$ cat config.mk
export PLATFORM = sky130hd
export DESIGN_NAME = dva_volume
export DESIGN_NICKNAME = d
export VERILOG_FILES = /design/src/dva_pkg.sv /design/src/dva_zero_run.sv /design/src/dva_volume.sv
export SDC_FILE = /design/constraint.sdc
export NUM_CORES = 2
export LEC_CHECK = 0
export BUFFER_PORTS_ARGS = -buffer_cell sky130_fd_sc_hd__buf_2
export CAP_MARGIN = 20
export CELL_PAD_IN_SITES_DETAIL_PLACEMENT = 1
export CELL_PAD_IN_SITES_GLOBAL_PLACEMENT = 1
export CORE_MARGIN = 10
export CORE_UTILIZATION = 40
export CTS_CLUSTER_SIZE = 40
export DETAILED_ROUTE_END_ITERATION = 6
export HOLD_SLACK_MARGIN = 0.15
export PLACE_DENSITY = 0.71
export SLEW_MARGIN = 20
export SYNTH_ARGS = -nofsm -noshare
export SYNTH_HDL_FRONTEND = slang
export SYNTH_SLANG_ARGS = --single-unit
$ cat constraint.sdc
create_clock -name clk -period 39.9 [get_ports clk]
set_input_delay 11.97 -clock clk [delete_from_list [all_inputs] [get_ports clk]]
set_output_delay 11.97 -clock clk [all_outputs]
set_load 0.005 [all_outputs]
$ cat src/dva_pkg.sv
// What this block does
// - Left zero samples are counted in a row and left auto-mute is permitted once the 3-bit left threshold is met.
// - Right zero samples are counted on their own against a separate 3-bit threshold with the same eight codes.
// - Thresholds are sample counts, exact at 96 kHz, so the real time scales with the sample rate.
// - Link mode 00 keeps both volumes independent and 01 makes the right channel use the left volume code.
// - Gain code 0x00 is +24 dB, each step is 0.5 dB lower, 0x30 is 0 dB, 0xfe is -103 dB and 0xff mutes.
// - The left volume code sets the left channel gain.
// - The right volume code sets the right channel gain unless the link mode makes it follow the left code.
// - Ramping down updates every 1, 2 or 4 sample periods, or jumps straight to the target code for rate code 11.
// - Each ramp-down update lowers the gain by 4, 2, 1 or 0.5 dB for step codes 00 to 11.
// - Ramping up updates every 1, 2 or 4 sample periods or restores at once, raising gain by 4, 2, 1 or 0.5 dB.
package dva_pkg;

    localparam logic [7:0] DVA_ADDR_MUTE_TIME = 8'h3b;
    localparam logic [7:0] DVA_ADDR_LINK      = 8'h3c;
    localparam logic [7:0] DVA_ADDR_LEFT_VOL  = 8'h3d;
    localparam logic [7:0] DVA_ADDR_RIGHT_VOL = 8'h3e;
    localparam logic [7:0] DVA_ADDR_RAMP      = 8'h3f;

    localparam logic [7:0] DVA_RST_MUTE_TIME = 8'h00;
    localparam logic [7:0] DVA_RST_LINK      = 8'h00;
    localparam logic [7:0] DVA_RST_LEFT_VOL  = 8'h10;
    localparam logic [7:0] DVA_RST_RIGHT_VOL = 8'h30;
    localparam logic [7:0] DVA_RST_RAMP      = 8'h11;

    localparam int DVA_LEFT_TIME_LSB  = 4;
    localparam int DVA_RIGHT_TIME_LSB = 0;
    localparam int DVA_RDN_RATE_LSB   = 6;
    localparam int DVA_RDN_STEP_LSB   = 4;
    localparam int DVA_RUP_RATE_LSB   = 2;
    localparam int DVA_RUP_STEP_LSB   = 0;

    localparam logic [7:0] DVA_MUTE_TIME_MASK = 8'h77;
    localparam logic [7:0] DVA_LINK_MASK      = 8'h03;
    localparam logic [1:0] DVA_LINK_FOLLOW    = 2'h1;
    localparam logic [7:0] DVA_MUTE_CODE      = 8'hff;
    localparam logic [1:0] DVA_RATE_INSTANT   = 2'h3;

    localparam int DVA_SMP_W   = 24;
    localparam int DVA_CNT_W   = 19;
    localparam int DVA_MANT_W  = 16;
    localparam int DVA_FRAC_SH = 11;
    localparam int DVA_STEPS_PER_6DB = 12;

    // Zero-run lengths in microseconds at the reference rate; counts are samples.
    localparam longint DVA_REF_RATE_HZ = 96000;
    localparam longint DVA_US_PER_S    = 1000000;
    localparam longint DVA_TIME_US [8] = '{11500, 53000, 106500, 266500, 535000, 1065000, 2665000, 5330000};

    typedef enum logic [1:0] {DVA_HOLD, DVA_DOWN, DVA_UP} dva_dir_type;

    function automatic logic [DVA_CNT_W-1:0] dva_zero_limit(input logic [2:0] sel);
        dva_zero_limit = DVA_CNT_W'((DVA_TIME_US[sel] * DVA_REF_RATE_HZ) / DVA_US_PER_S);
    endfunction : dva_zero_limit

    function automatic logic [7:0] dva_step_codes(input logic [1:0] step);
        dva_step_codes = 8'h08 >> step;
    endfunction : dva_step_codes

    function automatic logic [DVA_MANT_W-1:0] dva_mantissa(input logic [3:0] r);
        unique case (r)
            4'h0:    dva_mantissa = 16'h8000;
            4'h1:    dva_mantissa = 16'h78d7;
            4'h2:    dva_mantissa = 16'h7215;
            4'h3:    dva_mantissa = 16'h6bb3;
            4'h4:    dva_mantissa = 16'h65ad;
            4'h5:    dva_mantissa = 16'h5ffd;
            4'h6:    dva_mantissa = 16'h5a9e;
            4'h7:    dva_mantissa = 16'h558c;
            4'h8:    dva_mantissa = 16'h50c3;
            4'h9:    dva_mantissa = 16'h4c3f;
            4'ha:    dva_mantissa = 16'h47fb;
            4'hb:    dva_mantissa = 16'h43f4;
            default: dva_mantissa = 16'h0000;
        endcase
    endfunction : dva_mantissa

endpackage : dva_pkg

$ cat src/dva_zero_run.sv
`timescale 1ns/1ns
module dva_zero_run
    import dva_pkg::*;
(
    input  wire logic       clk,
    input  wire logic       rst,
    input  wire logic       sample_valid,
    input  wire logic       sample_is_zero,
    input  wire logic [2:0] limit_sel,
    output logic            mute_ok
);
    logic [DVA_CNT_W-1:0] run_ff;
    logic [DVA_CNT_W-1:0] nxt_run;
    logic                 ok_ff;
    logic                 nxt_ok;
    wire  logic           at_top = &run_ff;

    // The run saturates so a long silence never wraps back into sound.
    assign nxt_run = !sample_valid ? run_ff : (!sample_is_zero ? '0 : (at_top ? run_ff : run_ff + 1'b1));
    assign nxt_ok  = nxt_run >= dva_zero_limit(limit_sel);

    always_ff @(posedge clk)
    begin
        if (rst)
        begin
            run_ff <= '0;
            ok_ff  <= 1'b0;
        end
        else
        begin
            run_ff <= nxt_run;
            ok_ff  <= nxt_ok;
        end
    end

    assign mute_ok = ok_ff;

endmodule : dva_zero_run

$ cat src/dva_volume.sv
`timescale 1ns/1ns
module dva_volume
    import dva_pkg::*;
(
    input  wire logic                 clk,
    input  wire logic                 rst,
    input  wire logic [7:0]           reg_addr,
    input  wire logic [7:0]           reg_wdata,
    input  wire logic                 reg_we,
    output logic      [7:0]           reg_rdata,
    input  wire logic                 sample_valid,
    input  wire logic [DVA_SMP_W-1:0] left_in,
    input  wire logic [DVA_SMP_W-1:0] right_in,
    input  wire logic                 soft_mute_req,
    output logic                      out_valid,
    output logic      [DVA_SMP_W-1:0] left_out,
    output logic      [DVA_SMP_W-1:0] right_out,
    output logic                      left_mute_ok,
    output logic                      right_mute_ok
);
    logic [7:0] mute_time_ff;
    logic [7:0] link_ff;
    logic [7:0] left_vol_ff;
    logic [7:0] right_vol_ff;
    logic [7:0] ramp_ff;
    logic [7:0] rdata_ff;
    logic       valid_ff;

    wire logic we_mute_time = reg_we && (reg_addr == DVA_ADDR_MUTE_TIME);
    wire logic we_link      = reg_we && (reg_addr == DVA_ADDR_LINK);
    wire logic we_left      = reg_we && (reg_addr == DVA_ADDR_LEFT_VOL);
    wire logic we_right     = reg_we && (reg_addr == DVA_ADDR_RIGHT_VOL);
    wire logic we_ramp      = reg_we && (reg_addr == DVA_ADDR_RAMP);

    always_ff @(posedge clk)
    begin
        if (rst)
        begin
            mute_time_ff <= DVA_RST_MUTE_TIME;
            link_ff      <= DVA_RST_LINK;
            left_vol_ff  <= DVA_RST_LEFT_VOL;
            right_vol_ff <= DVA_RST_RIGHT_VOL;
            ramp_ff      <= DVA_RST_RAMP;
        end
        else
        begin
            if (we_mute_time)
            begin
                mute_time_ff <= reg_wdata & DVA_MUTE_TIME_MASK;
            end
            if (we_link)
            begin
                link_ff <= reg_wdata & DVA_LINK_MASK;
            end
            if (we_left)
            begin
                left_vol_ff <= reg_wdata;
            end
            if (we_right)
            begin
                right_vol_ff <= reg_wdata;
            end
            if (we_ramp)
            begin
                ramp_ff <= reg_wdata;
            end
        end
    end

    // Reserved bits read as zero; unmapped addresses read as zero.
    wire logic [7:0] rd_mux = (reg_addr == DVA_ADDR_MUTE_TIME) ? mute_time_ff :
                              (reg_addr == DVA_ADDR_LINK)      ? link_ff      :
                              (reg_addr == DVA_ADDR_LEFT_VOL)  ? left_vol_ff  :
                              (reg_addr == DVA_ADDR_RIGHT_VOL) ? right_vol_ff :
                              (reg_addr == DVA_ADDR_RAMP)      ? ramp_ff      : 8'h00;

    always_ff @(posedge clk)
    begin
        if (rst)
        begin
            rdata_ff <= 8'h00;
            valid_ff <= 1'b0;
        end
        else
        begin
            rdata_ff <= rd_mux;
            valid_ff <= sample_valid;
        end
    end

    wire logic [2:0] left_zero_mute_time  = mute_time_ff[DVA_LEFT_TIME_LSB +: 3];
    wire logic [2:0] right_zero_mute_time = mute_time_ff[DVA_RIGHT_TIME_LSB +: 3];
    wire logic [1:0] volume_link_mode     = link_ff[1:0];
    wire logic [1:0] ramp_down_rate       = ramp_ff[DVA_RDN_RATE_LSB +: 2];
    wire logic [1:0] ramp_down_step       = ramp_ff[DVA_RDN_STEP_LSB +: 2];
    wire logic [1:0] ramp_up_rate         = ramp_ff[DVA_RUP_RATE_LSB +: 2];
    wire logic [1:0] ramp_up_step         = ramp_ff[DVA_RUP_STEP_LSB +: 2];

    wire logic [7:0] left_gain_code  = left_vol_ff;
    // Modes 10 and 11 have no defined meaning and behave as independent.
    wire logic [7:0] right_gain_code = (volume_link_mode == DVA_LINK_FOLLOW) ? left_vol_ff : right_vol_ff;

    logic [DVA_SMP_W-1:0] smp_in  [2];
    logic [DVA_SMP_W-1:0] smp_out [2];
    logic [7:0]           prog    [2];
    logic [2:0]           lim_sel [2];
    logic                 zero_ok [2];

    assign smp_in[0]  = left_in;
    assign smp_in[1]  = right_in;
    assign prog[0]    = left_gain_code;
    assign prog[1]    = right_gain_code;
    assign lim_sel[0] = left_zero_mute_time;
    assign lim_sel[1] = right_zero_mute_time;

    localparam logic signed [DVA_SMP_W:0] SAT_HI = (DVA_SMP_W+1)'((1 << (DVA_SMP_W-1)) - 1);
    localparam logic signed [DVA_SMP_W:0] SAT_LO = -(DVA_SMP_W+1)'(1 << (DVA_SMP_W-1));

    genvar ch;
    generate
        for (ch = 0; ch < 2; ch++)
        begin : g_ch
            logic [7:0]           cur_ff;
            logic [1:0]           div_ff;
            logic [DVA_SMP_W-1:0] out_ff;
            logic [7:0]           nxt_cur;
            logic [1:0]           nxt_div;
            logic [DVA_SMP_W-1:0] nxt_out;
            dva_dir_type          dir;

            // A soft mute ramps toward the mute code, otherwise toward the programmed code.
            wire logic [7:0] target   = soft_mute_req ? DVA_MUTE_CODE : prog[ch];
            assign dir = (target > cur_ff) ? DVA_DOWN : ((target < cur_ff) ? DVA_UP : DVA_HOLD);
            wire logic [1:0] rate     = (dir == DVA_DOWN) ? ramp_down_rate : ramp_up_rate;
            wire logic [7:0] step     = dva_step_codes((dir == DVA_DOWN) ? ramp_down_step : ramp_up_step);
            wire logic [1:0] last_div = 2'((3'h1 << rate) - 3'h1);
            wire logic       tick     = (div_ff >= last_div);
            wire logic [7:0] gap      = (dir == DVA_DOWN) ? (target - cur_ff) : (cur_ff - target);
            wire logic [7:0] moved    = (gap <= step) ? target :
                                        ((dir == DVA_DOWN) ? (cur_ff + step) : (cur_ff - step));

            always_comb
            begin
                nxt_cur = cur_ff;
                nxt_div = div_ff;
                if (sample_valid)
                begin
                    if (dir == DVA_HOLD)
                    begin
                        nxt_div = 2'h0;
                    end
                    else if (rate == DVA_RATE_INSTANT)
                    begin
                        nxt_cur = target;
                        nxt_div = 2'h0;
                    end
                    else if (tick)
                    begin
                        nxt_cur = moved;
                        nxt_div = 2'h0;
                    end
                    else
                    begin
                        nxt_div = div_ff + 2'h1;
                    end
                end
            end

            // Gain split into whole 6 dB octaves (shift) and twelfths (mantissa table).
            wire logic [4:0]                   octave  = 5'(cur_ff / DVA_STEPS_PER_6DB);
            wire logic [3:0]                   twelfth = 4'(cur_ff % DVA_STEPS_PER_6DB);
            wire logic [5:0]                   shamt   = 6'(DVA_FRAC_SH) + {1'b0, octave};
            wire logic signed [DVA_MANT_W:0]   mant    = $signed({1'b0, dva_mantissa(twelfth)});
            wire logic signed [DVA_SMP_W+DVA_MANT_W:0] prod = $signed(smp_in[ch]) * mant;
            wire logic signed [DVA_SMP_W+DVA_MANT_W:0] scaled = prod >>> shamt;
            // Up to +24 dB of boost can overflow the word, so the result clips rather than wraps.
            wire logic [DVA_SMP_W-1:0] clipped = (scaled > SAT_HI) ? SAT_HI[DVA_SMP_W-1:0] :
                                                 (scaled < SAT_LO) ? SAT_LO[DVA_SMP_W-1:0] :
                                                 scaled[DVA_SMP_W-1:0];
            assign nxt_out = (cur_ff == DVA_MUTE_CODE) ? '0 : clipped;

            always_ff @(posedge clk)
            begin
                if (rst)
                begin
                    cur_ff <= DVA_MUTE_CODE;
                    div_ff <= 2'h0;
                    out_ff <= '0;
                end
                else
                begin
                    cur_ff <= nxt_cur;
                    div_ff <= nxt_div;
                    if (sample_valid)
                    begin
                        out_ff <= nxt_out;
                    end
                end
            end

            assign smp_out[ch] = out_ff;

            dva_zero_run u_zero_run (
                .clk            (clk),
                .rst            (rst),
                .sample_valid   (sample_valid),
                .sample_is_zero (smp_in[ch] == '0),
                .limit_sel      (lim_sel[ch]),
                .mute_ok        (zero_ok[ch])
            );
        end
    endgenerate

    assign reg_rdata     = rdata_ff;
    assign out_valid     = valid_ff;
    assign left_out      = smp_out[0];
    assign right_out     = smp_out[1];
    assign left_mute_ok  = zero_ok[0];
    assign right_mute_ok = zero_ok[1];

endmodule : dva_volume

==> impl_metrics.csv <==
group,metric,value,unit
synthesis,synth_cell_type_count,178,
critical_path,cp_max_fo,24,
floorplanning,die_area,0.257,sq mm
critical_path,crit_type,"reg -> reg",
floorplanning,die_x,507,microns
clock_network,cts_hold_buffers,0,
run_status,status,"finished clean",
timing,finalSetupTns,0,ps
detailed_routing,vias,100798,
global_routing,antenna_found_initial,26,
clock_network,clock_latency,550,ps
global_routing,grt_pass1_vias,105448,
critical_path,critPathLaunchType,"flop",
timing,min_period,38380,ps
cells_and_area,drive_above_1_share,10.8,%
cells_and_area,area_delta_synth_final,8.63,%
cells_and_area,fin_cells,16176,
global_routing,gr-usage-all-layers,30.3,%
clock_network,cts_tree,"built",
placement,io_buffers,127,
placement,dpl_cell_area,0.101,sq mm
synthesis,synth_top_family_by_area,"simple AND/OR/NAND/NOR gates",
timing,maxSlewHeadroom,18.6,%
synthesis,syn_inst,12850,
cells_and_area,num-nets-final,14481,
timing,setup_violations,0,
detailed_routing,final_antenna_net_count,0,
job,cap_violations,0,
cells_and_area,finalCoreUtilization,43.7,%
synthesis,yosysSeqAreaShare,3.15,%
placement,place_inst,16072,
timing,maxSlewViolCount,0,
floorplanning,die_h,507,microns
detailed_routing,drt-wirelength-per-cell,25.1,microns
placement,gp_congestion,0.956,
synthesis,synth-seq-cells,149,
synthesis,synthesis.area,0.0947,sq mm
synthesis,synth_edf_count,0,
critical_path,worst-path-buf-inv,24,
clock_network,cts_max_path_buffers,2,
clock_network,htreeDepth,4,
clock_network,numCtsBuffers,17,
floorplanning,initial_core_util,40.2,%
detailed_routing,drtIter0Drc,7486,
synthesis,synth_warnings,0,
critical_path,worstSetupEndpointType,"flop",
critical_path,cp_slowest_cell,"or4b_1",
synthesis,synth_fa_ha_area_share,25.7,%
cells_and_area,mostFrequentLayoutCells,"nand2_1, inv_1, nor2_1",
synthesis,synth_compound_area_share,23.7,%
timing,hold_viol,0,
floorplanning,core,0.235,sq mm
critical_path,crit_family,"simple AND/OR/NAND/NOR gates",
clock_network,clock-sinks,149,
critical_path,crit_top_cell,"buf_4",
synthesis,synthArstFlopShare,0,%
synthesis,synth_ff_type,"dfxtp_1",
placement,dpl.hpwl,330000,microns
detailed_routing,drcViolationCount,0,
timing,fmax,0.0261,GHz
synthesis,synthSimpleGateAreaFrac,26.1,%
synthesis,synthXorXnorAreaFrac,8.36,%
synthesis,synth_mux_area_share,4.44,%
detailed_routing,viasPerCell,6.23,
detailed_routing,drt-total-wl,406000,microns
global_routing,overflow,0,
critical_path,cp_slowest_stage_delay,650,ps
global_routing,grt_pass1_wl,632000,microns
min_path,hp-class,"reg -> reg",
floorplanning,placementRows,178,
cells_and_area,mostFrequentLayoutCell,"nand2_1",
global_routing,grt_max_degree,102,
timing,fin_crit_sh,96.2,%
detailed_routing,dr.pass1.iters,6,
critical_path,required,40300,ps
timing,fin_worst_skew,22.7,ps
floorplanning,boundaryPins,128,
timing,tightest_slew,1210,ps
clock_network,clk_pin_slew,90,ps
cells_and_area,post-route-cell-area,0.103,sq mm
synthesis,avgSynthCellArea,7.37,sq um
critical_path,cp_data_arrival_time,38790,ps
clock_network,root_buffer,"clkbuf_16",
==> what timing repair did <==
| action | CTS | global route |
|---|---|---|
| resized for setup | 9 | 180 |
| setup endpoints to repair | 2 | 2 |
| hold endpoints to repair | 0 | 0 |
| setup buffers | 6 | 58 |
| pin swaps | 3 | 24 |
==> worst paths after layout <==
check | end | start | depth (start not counted) | slack, ps
min | right_out[8] | right_out[8] | 2 | 470
max | g_ch[0].u_zero_run.mute_ok | mute_time_ff[4] | 149 | 1520
max reg2reg | g_ch[0].u_zero_run.mute_ok | mute_time_ff[4] | 149 | 1520
min reg2reg | right_out[8] | right_out[8] | 2 | 470
==> state kept, by name, indices dropped and copies added, names as in the netlist <==
signal	flops
left_gain_code	8
g_ch.u_zero_run.mute_ok	2
ramp_ff	8
out_valid	1
link_ff	2
g_ch.cur_ff	16
right_vol_ff	8
g_ch.div_ff	4
left_out	24
right_out	24
reg_rdata	8
g_ch.u_zero_run.run_ff	38
mute_time_ff	6
==> logic make-up after synthesis <==
| group | count (synthesis) |
|---|---|
| AOI/OAI and AO/OA | 3190 |
| xor gates and xnor gates | 886 |
| adders and majority gates | 1421 |
| buffers and inverters | 1957 |
| DFF | 149 |
| muxes | 406 |
| other | 1 |
| and+or+nand+nor | 4840 |
==> stage by stage <==
stage	hold slack (ps)	setup WS (ps)
global route	495	-155
detailed placement	456	-489
global placement	452	242
CTS	468	11.7
finish	467	1520
floorplan	444	3890
==> routing by layer <==
| layer | GRT usage, % | wire length (microns) |
|---|---|---|
| met5 | 0 | 130 |
| met3 | 3.62 | 22300 |
| met4 | 9.37 | 13500 |
| met1 | 40.3 | 177000 |
| met2 | 51.3 | 192000 |
==> synth_stat cells, types with 244 or more instances <==
library cell	number	area share, %
xnor2_1	624	5.8
fa_1	876	19
o21ai_0	474	2.5
a21oi_1	716	3.8
nand3_1	401	2.1
inv_1	1293	5.1
mux2i_1	330	3.5
nand2_1	1413	5.6
clkbuf_1	407	1.6
nor2_1	937	3.7
nor3_1	343	1.8
xor2_1	244	2.3
ha_1	530	7.0
and2_1	404	2.7
==> worst min-delay path, stage by stage (launching register included) <==
cell and delay (ps):
dfxtp_1 310, nand2_1 60, a21oi_1 50
==> final cells by class <==
class,instances,area (sq um)
timing repair buffer,757,5420
tap,3150,3940
multi-input combinational,10745,84800
antenna,7,17.5
sequential,149,2990
clock inverter,14,179
clock buffer,18,439
inverter,1336,5060
fill,29550,133000
Power is not shown: default switching activity piles up to over one toggle a cycle in this logic, so the estimate is an artifact.
